`config.mk`:
```
export PLATFORM = sky130hd
export DESIGN_NAME = bflm_top
export DESIGN_NICKNAME = d
export VERILOG_FILES = /design/src/bflm_pkg.sv /design/src/bflm_top.sv /design/src/bflm_sensor_check.sv
export SDC_FILE = /design/constraint.sdc
export NUM_CORES = 2
export LEC_CHECK = 0
export ABC_AREA = 1
export BUFFER_PORTS_ARGS = -buffer_cell sky130_fd_sc_hd__clkbuf_2
export CAP_MARGIN = 30
export CORE_MARGIN = 4
export CORE_UTILIZATION = 65
export CTS_BUF_LIST = sky130_fd_sc_hd__clkbuf_4 sky130_fd_sc_hd__clkbuf_8
export CTS_CLUSTER_SIZE = 8
export DETAILED_ROUTE_END_ITERATION = 10
export PLACE_DENSITY = 0.86
export SYNTH_ARGS = -nofsm -noshare
export SYNTH_HDL_FRONTEND = slang
export SYNTH_SLANG_ARGS = --single-unit
```
`constraint.sdc`:
```
create_clock -name mclk_i -period 117.4 [get_ports mclk_i]
set_input_delay 23.48 -clock mclk_i [delete_from_list [all_inputs] [get_ports mclk_i]]
set_output_delay 23.48 -clock mclk_i [all_outputs]
set_load 0.005 [all_outputs]
```
`src/bflm_pkg.sv`:
```
// Package with constants and types for the burner fault and lockout manager.
package bflm_pkg;
  localparam int unsigned CLK_HZ = 10_000_000;
  localparam int unsigned FLAME_LOSS_RESPONSE_TIME_MS = 4000;
  // Longest time rounds down to whole cycles.
  localparam int unsigned FLAME_LOSS_CYC = (CLK_HZ / 1000) * FLAME_LOSS_RESPONSE_TIME_MS;
  localparam int unsigned HIST_DEPTH = 15;
  localparam logic [19:0] CNT_MAX = 20'hF_423F;
  localparam logic [11:0] TEMP_NONE = 12'hFFF;
  // Register byte addresses.
  localparam logic [7:0] ADR_CTRL = 8'h00;
  localparam logic [7:0] ADR_STATUS = 8'h04;
  localparam logic [7:0] ADR_ALERT_ALARM = 8'h08;
  localparam logic [7:0] ADR_FLAME_THR = 8'h0C;
  localparam logic [7:0] ADR_SAFE_PARAM = 8'h10;
  localparam logic [7:0] ADR_NONSAFE = 8'h14;
  localparam logic [7:0] ADR_TEMP_PARAM = 8'h18;
  localparam logic [7:0] ADR_CNT_SEL = 8'h1C;
  localparam logic [7:0] ADR_CNT_DATA = 8'h20;
  localparam logic [7:0] ADR_LO_HIST = 8'h40;
  localparam logic [7:0] ADR_AL_HIST = 8'h80;
  localparam logic [7:0] ADR_HIST_SEL = 8'h24;
  // Control register bit positions.
  localparam int unsigned CTRL_RESET_BIT = 0;
  localparam int unsigned CTRL_CONFIRM_BIT = 1;
  localparam int unsigned CTRL_PERSIST_BIT = 2;
  // Reset values.
  localparam logic [15:0] FLAME_THR_RST = 16'h0000;
  localparam logic [15:0] ALERT_ALARM_RST = 16'h0000;
  // Counter indices: 0 burner, 1 ch, 2 dhw, 3..5 pumps, 6 controller run, 7 control cycles,
  // 8 burner run time.
  localparam int unsigned NUM_CNT = 9;
  localparam int unsigned CNT_WR_LAST = 5;
  localparam int unsigned CNT_BRT = 8;
  typedef enum logic [1:0] {
    BFLM_UNCONF = 2'b00,
    BFLM_READY = 2'b01,
    BFLM_LOCKED = 2'b11
  } bflm_state_t;
endpackage

```
`src/bflm_top.sv`:
```
// Burner fault supervision, lockout and alert histories, counters and Wishbone registers.
// Notes on behaviour
// RULE_01 - self-check failure drops safety relay
// RULE_02 - unconfigured state blocks burner until confirmed
// RULE_03 - setting picks lockout persistence over power loss
// RULE_04 - button or remote reset clears lockout
// RULE_05 - bus reset write clears lockout
// RULE_06 - lockout log persists, alert log volatile
// RULE_07 - lockout stops burner, closes alarm, latches
// RULE_08 - lockouts appended to 15 entry history
// RULE_09 - alerts never stop burner nor latch
// RULE_10 - per-code bit gates alert onto alarm
// RULE_11 - alert history ordered, one entry per code
// RULE_12 - unrequested sensors raise no fault
// RULE_13 - requested sensor fault raises alert
// RULE_14 - redundant safety readings compared for mismatch
// RULE_15 - low and high distinct, not for digital
// RULE_16 - lockout record snapshots burner status values
// RULE_17 - cycle counters writable, controller ones not
// RULE_18 - flame loss acted on within four seconds
// RULE_19 - flame decided against configurable threshold
// RULE_20 - temperature parameter none blocks operation
// RULE_21 - safety parameter write forces lockout; code locks only from ready, when unconfigured only sets confirm pending
// RULE_22 - non-safety writes accepted at any time
// RULE_23 - cycle counters saturate at maximum
//
// Design decisions made here: the register offsets and the Wishbone interface to the registers.
module bflm_top
  import bflm_pkg::*;
#(
  parameter int unsigned FLAME_LOSS_CYCLES = FLAME_LOSS_CYC,
  parameter int unsigned SENS_W = 12
) (
  // Clock and reset
  input wire logic mclk_i,
  input wire logic reset_i,
  // Wishbone slave
  input wire logic wb_cyc_i,
  input wire logic wb_stb_i,
  input wire logic wb_we_i,
  input wire logic [7:0] wb_adr_i,
  input wire logic [31:0] wb_dat_i,
  input wire logic [3:0] wb_sel_i,
  output logic [31:0] wb_dat_o,
  output logic wb_ack_o,
  // Pins from outside
  input wire logic reset_button_i,
  input wire logic remote_reset_i,
  input wire logic self_check_fail_i,
  input wire logic power_restored_i,
  input wire logic flame_raw_valid_i,
  input wire logic [15:0] flame_signal_i,
  input wire logic main_valve_i,
  input wire logic [7:0] burner_state_i,
  input wire logic [15:0] burner_timer_i,
  input wire logic [7:0] first_out_i,
  input wire logic [7:0] lockout_cause_i,
  input wire logic lockout_req_i,
  input wire logic [3:0] alert_code_i,
  input wire logic alert_req_i,
  // Sensor
  input wire logic [SENS_W-1:0] sens_a_i,
  input wire logic [SENS_W-1:0] sens_b_i,
  input wire logic sens_requested_i,
  input wire logic sens_redundant_i,
  input wire logic sens_digital_i,
  input wire logic sens_locks_i,
  // Outputs
  output logic safety_relay_o,
  output logic burner_enable_o,
  output logic alarm_o,
  output logic flame_on_o,
  output logic flame_fail_o,
  output logic lockout_o
);
  initial begin
    if (FLAME_LOSS_CYCLES < 1) $error("bflm_top: flame loss count below one");
    if (SENS_W < 2 || SENS_W > 16) $error("bflm_top: sensor width unsupported");
  end

  // Pin synchronisers.
  localparam int unsigned NSYNC = 4;
  logic [NSYNC-1:0] sync1_r;
  logic [NSYNC-1:0] sync2_r;
  always_ff @(posedge mclk_i) begin
    if (reset_i) begin
      sync1_r <= '0;
      sync2_r <= '0;
    end else begin
      sync1_r <= {power_restored_i, self_check_fail_i, remote_reset_i, reset_button_i};
      sync2_r <= sync1_r;
    end
  end
  logic btn_s, rem_s, chk_s, pwr_s;
  assign btn_s = sync2_r[0];
  assign rem_s = sync2_r[1];
  assign chk_s = sync2_r[2];
  assign pwr_s = sync2_r[3];

  logic btn_d_r, rem_d_r, pwr_d_r, mv_d_r;
  always_ff @(posedge mclk_i) begin
    if (reset_i) begin
      btn_d_r <= 1'b0;
      rem_d_r <= 1'b0;
      pwr_d_r <= 1'b0;
      mv_d_r <= 1'b0;
    end else begin
      btn_d_r <= btn_s;
      rem_d_r <= rem_s;
      pwr_d_r <= pwr_s;
      mv_d_r <= main_valve_i;
    end
  end

  // Wishbone decode.
  logic wb_req, wr_en, ack_r;
  assign wb_req = wb_cyc_i && wb_stb_i && !ack_r;
  assign wr_en = wb_req && wb_we_i && wb_sel_i[0];
  function automatic logic hit(input logic [7:0] a, input logic [7:0] off);
    return a == off;
  endfunction

  // Software registers.
  logic persist_r, confirm_pend_r;
  logic [15:0] alert_alarm_r, flame_thr_r;
  logic [31:0] nonsafe_r, safe_param_r;
  logic [11:0] temp_param_r;
  logic [3:0] cnt_sel_r, hist_sel_r;
  logic bus_reset, bus_confirm, safe_wr;
  assign bus_reset = wr_en && hit(wb_adr_i, ADR_CTRL) && wb_dat_i[CTRL_RESET_BIT]; // see RULE_05
  assign bus_confirm = wr_en && hit(wb_adr_i, ADR_CTRL) && wb_dat_i[CTRL_CONFIRM_BIT];
  assign safe_wr = wr_en && hit(wb_adr_i, ADR_SAFE_PARAM);

  always_ff @(posedge mclk_i) begin
    if (reset_i) begin
      persist_r <= 1'b0;
      alert_alarm_r <= ALERT_ALARM_RST;
      flame_thr_r <= FLAME_THR_RST;
      nonsafe_r <= '0;
      safe_param_r <= '0;
      temp_param_r <= TEMP_NONE;
      cnt_sel_r <= '0;
      hist_sel_r <= '0;
    end else if (wr_en) begin
      if (hit(wb_adr_i, ADR_CTRL)) begin
        persist_r <= wb_dat_i[CTRL_PERSIST_BIT]; // see RULE_03
      end else if (hit(wb_adr_i, ADR_ALERT_ALARM)) begin
        alert_alarm_r <= wb_dat_i[15:0];
      end else if (hit(wb_adr_i, ADR_FLAME_THR)) begin
        flame_thr_r <= wb_dat_i[15:0]; // see RULE_19
      end else if (hit(wb_adr_i, ADR_SAFE_PARAM)) begin
        safe_param_r <= wb_dat_i;
      end else if (hit(wb_adr_i, ADR_NONSAFE)) begin
        nonsafe_r <= wb_dat_i; // see RULE_22
      end else if (hit(wb_adr_i, ADR_TEMP_PARAM)) begin
        temp_param_r <= wb_dat_i[11:0];
      end else if (hit(wb_adr_i, ADR_CNT_SEL)) begin
        cnt_sel_r <= wb_dat_i[3:0];
      end else if (hit(wb_adr_i, ADR_HIST_SEL)) begin
        hist_sel_r <= wb_dat_i[3:0];
      end
    end
  end

  // Sensor faults.
  logic s_low, s_high, s_mis;
  bflm_sensor_check #(.W(SENS_W)) u_sens (
    .val_a_i(sens_a_i),
    .val_b_i(sens_b_i),
    .lo_lim_i(nonsafe_r[SENS_W-1:0]),
    .hi_lim_i(nonsafe_r[16+SENS_W-1:16]),
    .requested_i(sens_requested_i), // see RULE_12
    .redundant_i(sens_redundant_i), // see RULE_14
    .digital_i(sens_digital_i), // see RULE_15
    .low_o(s_low),
    .high_o(s_high),
    .mismatch_o(s_mis)
  );
  logic sens_fault, sens_fault_d_r, sens_alert, sens_lock;
  assign sens_fault = s_low || s_high || s_mis;
  assign sens_alert = sens_fault && !sens_fault_d_r && !sens_locks_i; // see RULE_13
  assign sens_lock = sens_fault && sens_locks_i;

  // Flame supervision: loss counted while burner runs.
  logic flame_on_r;
  logic [31:0] loss_cnt_r;
  logic flame_trip;
  always_ff @(posedge mclk_i) begin
    if (reset_i) begin
      flame_on_r <= 1'b0;
    end else if (flame_raw_valid_i) begin
      flame_on_r <= flame_signal_i >= flame_thr_r; // see RULE_19
    end
  end
  assign flame_trip = (loss_cnt_r == FLAME_LOSS_CYCLES - 1) && !flame_on_r && main_valve_i;
  always_ff @(posedge mclk_i) begin
    if (reset_i || flame_on_r || !main_valve_i) begin
      loss_cnt_r <= '0;
    end else if (loss_cnt_r < FLAME_LOSS_CYCLES - 1) begin
      loss_cnt_r <= loss_cnt_r + 32'd1; // see RULE_18
    end
  end

  // Supervisory state.
  bflm_state_t state_r;
  logic clear_req, lock_evt;
  // Reset acts on release of the button or remote input.
  assign clear_req = (btn_d_r && !btn_s) || (rem_d_r && !rem_s) || bus_reset; // see RULE_04
  assign lock_evt = lockout_req_i || flame_trip || sens_lock || safe_wr;
  always_ff @(posedge mclk_i) begin
    if (reset_i) begin
      state_r <= BFLM_UNCONF;
      confirm_pend_r <= 1'b1;
    end else begin
      if (safe_wr) begin
        confirm_pend_r <= 1'b1; // see RULE_21
      end else if (bus_confirm) begin
        confirm_pend_r <= 1'b0; // see RULE_02
      end
      case (state_r)
        BFLM_UNCONF: begin
          if (!confirm_pend_r && temp_param_r != TEMP_NONE) begin
            state_r <= BFLM_READY; // see RULE_20
          end
        end
        BFLM_READY: begin
          if (lock_evt) begin
            state_r <= BFLM_LOCKED; // see RULE_07
          end else if (confirm_pend_r || temp_param_r == TEMP_NONE) begin
            state_r <= BFLM_UNCONF;
          end
        end
        default: begin
          // Power return clears the latch unless persistence is chosen.
          if ((clear_req || (pwr_s && !pwr_d_r && !persist_r)) && !lock_evt) begin
            state_r <= BFLM_UNCONF; // see RULE_03
          end
        end
      endcase
    end
  end

  assign safety_relay_o = !chk_s; // see RULE_01
  assign lockout_o = state_r == BFLM_LOCKED;
  assign burner_enable_o = (state_r == BFLM_READY) && !chk_s; // see RULE_09
  assign flame_on_o = flame_on_r;
  assign flame_fail_o = flame_trip;

  // Cycle and time counters.
  logic [19:0] cnt_r [NUM_CNT];
  logic [15:0] brt_pre_r;
  logic mv_rise;
  assign mv_rise = main_valve_i && !mv_d_r;
  always_ff @(posedge mclk_i) begin
    if (reset_i) begin
      brt_pre_r <= '0;
    end else begin
      brt_pre_r <= main_valve_i ? brt_pre_r + 16'd1 : brt_pre_r;
    end
  end
  genvar gi;
  generate
    for (gi = 0; gi < NUM_CNT; gi++) begin : g_cnt
      logic inc;
      if (gi == 0 || gi == 7) begin : g_mv
        assign inc = mv_rise;
      end else if (gi == 6) begin : g_ctl
        assign inc = brt_pre_r == 16'hFFFF;
      end else if (gi == CNT_BRT) begin : g_brt
        assign inc = main_valve_i && brt_pre_r == 16'hFFFF;
      end else begin : g_ext
        assign inc = 1'b0;
      end
      always_ff @(posedge mclk_i) begin
        if (reset_i) begin
          cnt_r[gi] <= '0;
        end else if (wr_en && hit(wb_adr_i, ADR_CNT_DATA) && cnt_sel_r == gi
                     && (gi <= CNT_WR_LAST || gi == CNT_BRT)) begin
          cnt_r[gi] <= (wb_dat_i[19:0] > CNT_MAX) ? CNT_MAX : wb_dat_i[19:0]; // see RULE_17
        end else if (inc && cnt_r[gi] != CNT_MAX) begin
          cnt_r[gi] <= cnt_r[gi] + 20'd1; // see RULE_23
        end
      end
    end
  endgenerate

  // Lockout history: newest at index 0; not cleared by reset_i loss of power.
  logic [31:0] lo_rec_r [HIST_DEPTH];
  logic [15:0] lo_tim_r [HIST_DEPTH];
  logic [19:0] lo_cyc_r [HIST_DEPTH];
  logic [19:0] lo_brt_r [HIST_DEPTH];
  logic [SENS_W-1:0] lo_sen_r [HIST_DEPTH];
  logic lock_entry;
  assign lock_entry = (state_r == BFLM_READY) && lock_evt;
  always_ff @(posedge mclk_i) begin
    if (lock_entry) begin
      lo_rec_r[0] <= {8'h00, lockout_cause_i, burner_state_i, first_out_i}; // see RULE_16
      lo_tim_r[0] <= burner_timer_i;
      lo_cyc_r[0] <= cnt_r[0];
      lo_brt_r[0] <= cnt_r[CNT_BRT];
      lo_sen_r[0] <= sens_a_i;
      for (int i = 1; i < HIST_DEPTH; i++) begin
        lo_rec_r[i] <= lo_rec_r[i-1]; // see RULE_08
        lo_tim_r[i] <= lo_tim_r[i-1];
        lo_cyc_r[i] <= lo_cyc_r[i-1];
        lo_brt_r[i] <= lo_brt_r[i-1];
        lo_sen_r[i] <= lo_sen_r[i-1];
      end
    end
  end

  // Alert history: newest at index 0, a repeated code is pulled out of its old slot.
  logic [4:0] al_code_r [HIST_DEPTH];
  logic al_evt;
  logic [3:0] al_code;
  assign al_evt = alert_req_i || sens_alert;
  assign al_code = alert_req_i ? alert_code_i : 4'hF;
  logic [HIST_DEPTH-1:0] al_match;
  logic [HIST_DEPTH-1:0] al_shift;
  always_comb begin
    for (int i = 0; i < HIST_DEPTH; i++) begin
      al_match[i] = al_code_r[i][4] && al_code_r[i][3:0] == al_code;
    end
    al_shift[0] = 1'b1;
    for (int i = 1; i < HIST_DEPTH; i++) begin
      al_shift[i] = al_shift[i-1] && !al_match[i-1];
    end
  end
  always_ff @(posedge mclk_i) begin
    if (reset_i) begin
      for (int i = 0; i < HIST_DEPTH; i++) begin
        al_code_r[i] <= '0; // see RULE_06
      end
    end else if (al_evt) begin
      al_code_r[0] <= {1'b1, al_code};
      for (int i = 1; i < HIST_DEPTH; i++) begin
        if (al_shift[i]) begin
          al_code_r[i] <= al_code_r[i-1]; // see RULE_11
        end
      end
    end
  end

  // Alarm contact.
  logic alert_pulse_r;
  always_ff @(posedge mclk_i) begin
    if (reset_i) begin
      alert_pulse_r <= 1'b0;
      sens_fault_d_r <= 1'b0;
    end else begin
      alert_pulse_r <= al_evt && alert_alarm_r[al_code]; // see RULE_10
      sens_fault_d_r <= sens_fault;
    end
  end
  assign alarm_o = lockout_o || alert_pulse_r;

  // Read path.
  always_ff @(posedge mclk_i) begin
    if (reset_i) begin
      ack_r <= 1'b0;
      wb_dat_o <= '0;
    end else begin
      ack_r <= wb_req;
      if (!wb_req) begin
        wb_dat_o <= '0;
      end else if (hit(wb_adr_i, ADR_CTRL)) begin
        wb_dat_o <= {29'd0, persist_r, 2'b00};
      end else if (hit(wb_adr_i, ADR_STATUS)) begin
        wb_dat_o <= {24'd0, s_mis, s_high, s_low, flame_on_r, !chk_s, confirm_pend_r, state_r};
      end else if (hit(wb_adr_i, ADR_ALERT_ALARM)) begin
        wb_dat_o <= {16'd0, alert_alarm_r};
      end else if (hit(wb_adr_i, ADR_FLAME_THR)) begin
        wb_dat_o <= {16'd0, flame_thr_r};
      end else if (hit(wb_adr_i, ADR_SAFE_PARAM)) begin
        wb_dat_o <= safe_param_r;
      end else if (hit(wb_adr_i, ADR_NONSAFE)) begin
        wb_dat_o <= nonsafe_r;
      end else if (hit(wb_adr_i, ADR_TEMP_PARAM)) begin
        wb_dat_o <= {20'd0, temp_param_r};
      end else if (hit(wb_adr_i, ADR_CNT_DATA) && cnt_sel_r < NUM_CNT) begin
        wb_dat_o <= {12'd0, cnt_r[cnt_sel_r]};
      end else if (wb_adr_i[7:6] == 2'b01 && hist_sel_r < HIST_DEPTH) begin
        case (wb_adr_i[4:2])
          3'd0: wb_dat_o <= lo_rec_r[hist_sel_r];
          3'd1: wb_dat_o <= {16'd0, lo_tim_r[hist_sel_r]};
          3'd2: wb_dat_o <= {12'd0, lo_cyc_r[hist_sel_r]};
          3'd3: wb_dat_o <= {12'd0, lo_brt_r[hist_sel_r]};
          3'd4: wb_dat_o <= 32'(lo_sen_r[hist_sel_r]); // see RULE_16
          default: wb_dat_o <= '0;
        endcase
      end else if (hit(wb_adr_i, ADR_AL_HIST) && hist_sel_r < HIST_DEPTH) begin
        wb_dat_o <= {27'd0, al_code_r[hist_sel_r]};
      end else begin
        wb_dat_o <= '0;
      end
    end
  end
  assign wb_ack_o = ack_r;

  a_lock_stops: assert property (@(posedge mclk_i) disable iff (reset_i)
    lockout_o |-> !burner_enable_o && alarm_o) else $error("lockout not safe"); // see RULE_07
  a_relay_drop: assert property (@(posedge mclk_i) disable iff (reset_i)
    chk_s |-> !safety_relay_o && !burner_enable_o) else $error("relay on"); // see RULE_01
  a_unconf_hold: assert property (@(posedge mclk_i) disable iff (reset_i)
    confirm_pend_r |-> ##1 !burner_enable_o) else $error("runs unconfirmed"); // see RULE_02
  a_safe_wr_lock: assert property (@(posedge mclk_i) disable iff (reset_i)
    safe_wr && state_r == BFLM_READY |=> lockout_o) else $error("no lock"); // see RULE_21
  a_none_blocks: assert property (@(posedge mclk_i) disable iff (reset_i)
    temp_param_r == TEMP_NONE && state_r != BFLM_READY |=> state_r != BFLM_READY)
    else $error("ran with none"); // see RULE_20
  a_lock_latched: assert property (@(posedge mclk_i) disable iff (reset_i)
    lockout_o && !clear_req && !(pwr_s && !pwr_d_r) |=> lockout_o)
    else $error("lock dropped"); // see RULE_07
  a_bus_clear: assert property (@(posedge mclk_i) disable iff (reset_i)
    lockout_o && bus_reset && !lock_evt |=> !lockout_o) else $error("no clear"); // see RULE_05
  a_cnt_sat: assert property (@(posedge mclk_i) disable iff (reset_i)
    cnt_r[0] == CNT_MAX && !(wr_en && hit(wb_adr_i, ADR_CNT_DATA)) |=> cnt_r[0] == CNT_MAX)
    else $error("wrapped"); // see RULE_23
  a_alert_no_lock: assert property (@(posedge mclk_i) disable iff (reset_i)
    alert_req_i && !lock_evt && state_r == BFLM_READY |=> !lockout_o)
    else $error("alert locked"); // see RULE_09
  a_flame_trip: assert property (@(posedge mclk_i) disable iff (reset_i)
    flame_trip && state_r == BFLM_READY |=> lockout_o) else $error("late trip"); // see RULE_18
endmodule

```
`src/bflm_sensor_check.sv`:
```
// Sensor fault classification and redundant comparison for one requested sensor.
module bflm_sensor_check #(
  parameter int unsigned W = 12
) (
  // Sensor readings and limits
  input wire logic [W-1:0] val_a_i,
  input wire logic [W-1:0] val_b_i,
  input wire logic [W-1:0] lo_lim_i,
  input wire logic [W-1:0] hi_lim_i,
  // Use of the sensor
  input wire logic requested_i,
  input wire logic redundant_i,
  input wire logic digital_i,
  // Fault classes
  output logic low_o,
  output logic high_o,
  output logic mismatch_o
);
  initial begin
    if (W < 2) $error("bflm_sensor_check: width too small");
  end
  always_comb begin
    low_o = requested_i && !digital_i && (val_a_i < lo_lim_i);
    high_o = requested_i && !digital_i && (val_a_i > hi_lim_i);
    mismatch_o = requested_i && redundant_i && (val_a_i != val_b_i);
  end
endmodule

```
==> summary.txt <==
GRT
  • Initial antenna violation count: 7
  • GR Util All Layers: between 30% and 40%
  • Largest net degree at the start of global routing: 217
  • GR Overflow Total: 0
  • Global-route wire length before repair: roughly 320,000 um
  • Vias in the first global route: just under 60,000

Worst setup path
  • Critical-path maximum fanout: 7
  • Crit-path cells: clkbuf_2, inv_1, nor2_1, nand3_1, nor2_1, clkbuf_2
  • Crit. End Element: primary output
  • Delay-heaviest family, CP: buffers and inverters
  • Required @ worst endpoint: roughly 94 ns
  • WS Path Type: input pin to primary output
  • CP startpoint kind: input pin
  • Max incr delay on CP: 0.20 ns
  • Critical path arrival: 24.38 ns
  • CP max-delay cell: inv_1
  • CP bufs+invs: 3

Cells and area
  • P&R area growth vs syn: 9.287%
  • FILL cells: 7,911
  • Area of the multi-input gates: about 22,000 sq um
  • Register Area: 53,590 sq um
  • Share of layout cells above drive strength 1: 10.55%
  • Commonest non-fill, non-tap cell in the layout: edfxtp_1
  • Most frequent cells in the layout: 1,634 x edfxtp_1, 1,318 x nand2_1, 899 x nor2_1
  • # nets final: just under 8,000

Clocking
  • Post-CTS sizing: 0
  • CTS tree: built
  • Clock Path Buffers: 4
  • CTS H-Tree Depth: 5
  • Post-CTS setup buffer count: 0
  • Clock Pin Slew Worst Setup and Hold Paths: about 0.060 ns
  • Clock latency on the worst-skew pair: 0.98 ns
  • Clock root buffer: clkbuf_8
  • CTS sink count: about 1,900
  • Hold_buf cts: 0
  • CTS buffer count: between 300 and 400

Status
  • Run status: completed

Synthesis
  • Post-synth EDFFs: between 1,500 and 2,000
  • Ys async rst share: 0%
  • YS warnings: 0
  • Register area share after synthesis: 67.24%
  • Synth unique cells: 55
  • Gate Count Post-Synth: 7,452
  • Top FF cell, synth: edfxtp_1
  • #FFs+latches synth: around 1,900
  • Synthesized cell area: approximately 80,000 sq um
  • Synthesized Nets: 7,642
  • Avg Inst Size Synth: between 10 and 15 sq um

Die
  • Core box area: 121,700 sq um
  • Ports: about 180
  • Cell Rows: 128
  • Initial core utilization: between 60% and 70%
  • Die width: 358.1 um
  • Die Y: ~360 um
  • Die area: 128,200 sq um

Job
  • Max Cap Violations: 0

Timing
  • FMAX: 20.89 MHz
  • Hold Slack: between 0.3 and 0.4 ns
  • Final period utilization: around 41%
  • Final number of max-transition violations: 0
  • Setup TNS: 0 ns
  • Fin crit period: ~48 ns
  • Final Hold Vio Count: 0
  • Worst-Margin Slew: approximately 1.3 ns
  • Rel. slew slack: between 10% and 20%
  • Clock Skew: around 0.064 ns
  • RSZ-0062 raised after global routing: false
  • Final setup vio count: 0

Power and ir drop
  • Sequential Power Share: 57.9%
  • P_sw: around 400 uW
  • Clock Power Share: about 34%
  • Pleak: approximately 0.032 uW
  • Logic pwr share: about 8.5%
  • Total power: about 1600 uW
  • VDD IR-drop max: approximately 0.016 mV
  • Pwr dens: approximately 18 nW/um^2
  • Internal power: 1175 uW
  • Sw Ratio: 25.19%

Placement
  • GP Congestion: around 1.0
  • DP HPWL: about 120,000 um
  • Quantity of I/O buffers inserted on ports: between 150 and 200

Detailed routing
  • DRT iter0 DRCs: 8,907
  • Drt wl/cell: 22.03 um
  • ANT nets after route: 0
  • Via/cell ratio: around 6.3
  • DRC: 0
  • Final WL: 206,200 um
  • Vias: just under 60,000
  • Initial DRT Pass Iterations: 7

Min path
  • Worst Hold Class: register to register
==> sequential cells by signal, summed over array words and instances, names as in the netlist, 32 cells and up, named ones only <==
signal        flops
lo_rec_r        360
lo_brt_r        300
lo_cyc_r        300
lo_tim_r        240
cnt_r           180
lo_sen_r        180
al_code_r        75
loss_cnt_r       32
nonsafe_r        32
safe_param_r     32
wb_dat_o         32
==> synth_stat cells, drive strengths merged, types with 46 or more instances <==
cell / instances / area share [%]
nor3: 58 / 0.38
dfxtp: 225 / 5.7
xor2: 60 / 0.66
inv: 481 / 2.3
edfxtp: 1634 / 62
nand2: 1325 / 6.3
o22ai: 161 / 1.3
o211ai: 116 / 1.1
buf: 189 / 1.1
nand4: 49 / 0.38
o21ai: 740 / 4.6
a21oi: 318 / 2.0
nor2: 918 / 4.4
a211oi: 46 / 0.58
clkbuf: 249 / 1.2
nand3: 660 / 4.2
==> tightest hold or removal path, delay by kind of cell, from the launching register on <==
family	cells	cell delay (ns)
AND/OR/NAND/NOR	1	0.03
flip-flops	1	0.30
buffers and inverters	1	0.04
==> routing by layer <==
metal  vias up  global-route usage, %  routed length (um)
met4         8                  17.46               11930
li1      26394                      -                   -
met3       755                  7.548               24490
met1     28055                  42.13               74630
met5         -                      0                  48
met2      4087                  48.62               95140
==> final timing paths <==
check        slack (ns)             end  cells after the start         start
max               69.54    flame_fail_o                      6  main_valve_i
min reg2reg        0.37      sync2_r[2]                      2    sync1_r[2]
min                0.37      sync2_r[2]                      2    sync1_r[2]
max reg2reg      110.02  lo_rec_r[8][3]                     16      wb_ack_o
==> per-stage QoR <==
step	worst slack, ns	utilization (%)	std cells	area, sq um
floorplan	64.46	-	7452	79670
global placement	69.59	66.89	8878	81410
detailed placement	69.54	66.98	8885	81530
CTS	69.54	71.37	9346	86870
global route	69.40	71.52	9357	87050
finish	69.54	71.53	9361	87060
==> power by group through the flow <==
stage               clock (uW)  combinational (uW)  sequential, uW
finish                     527                 134             910
global route               561                 147             919
CTS                        531                 130             909
detailed placement           0                 129             920
global placement             0                 120             912
floorplan                    0                87.9            1070
==> cell families (layout without fill, tap and decap cells) <==
group / after synthesis / after routing / synth area share [%]
compound gates: 1441 / 1441 / 10.18
buf+inv: 922 / 1201 / 4.599
xor+xnor: 84 / 84 / 0.9235
other cells: 0 / 5 / 0
simple gates: 3101 / 3101 / 16.35
fa+ha+maj: 45 / 45 / 0.7067
flops: 1859 / 1859 / 67.24
==> final cells by class <==
class | instances | share of cell area, %
timing repair buffer | 256 | 2.029
multi-input combinational | 4671 | 25.81
sequential | 1859 | 61.55
tap | 1625 | 2.335
inverter | 484 | 2.121
clock buffer | 423 | 5.925
clock inverter | 38 | 0.2141
antenna | 5 | 0.01437
Note: power is estimated with default switching activity, not from simulation.
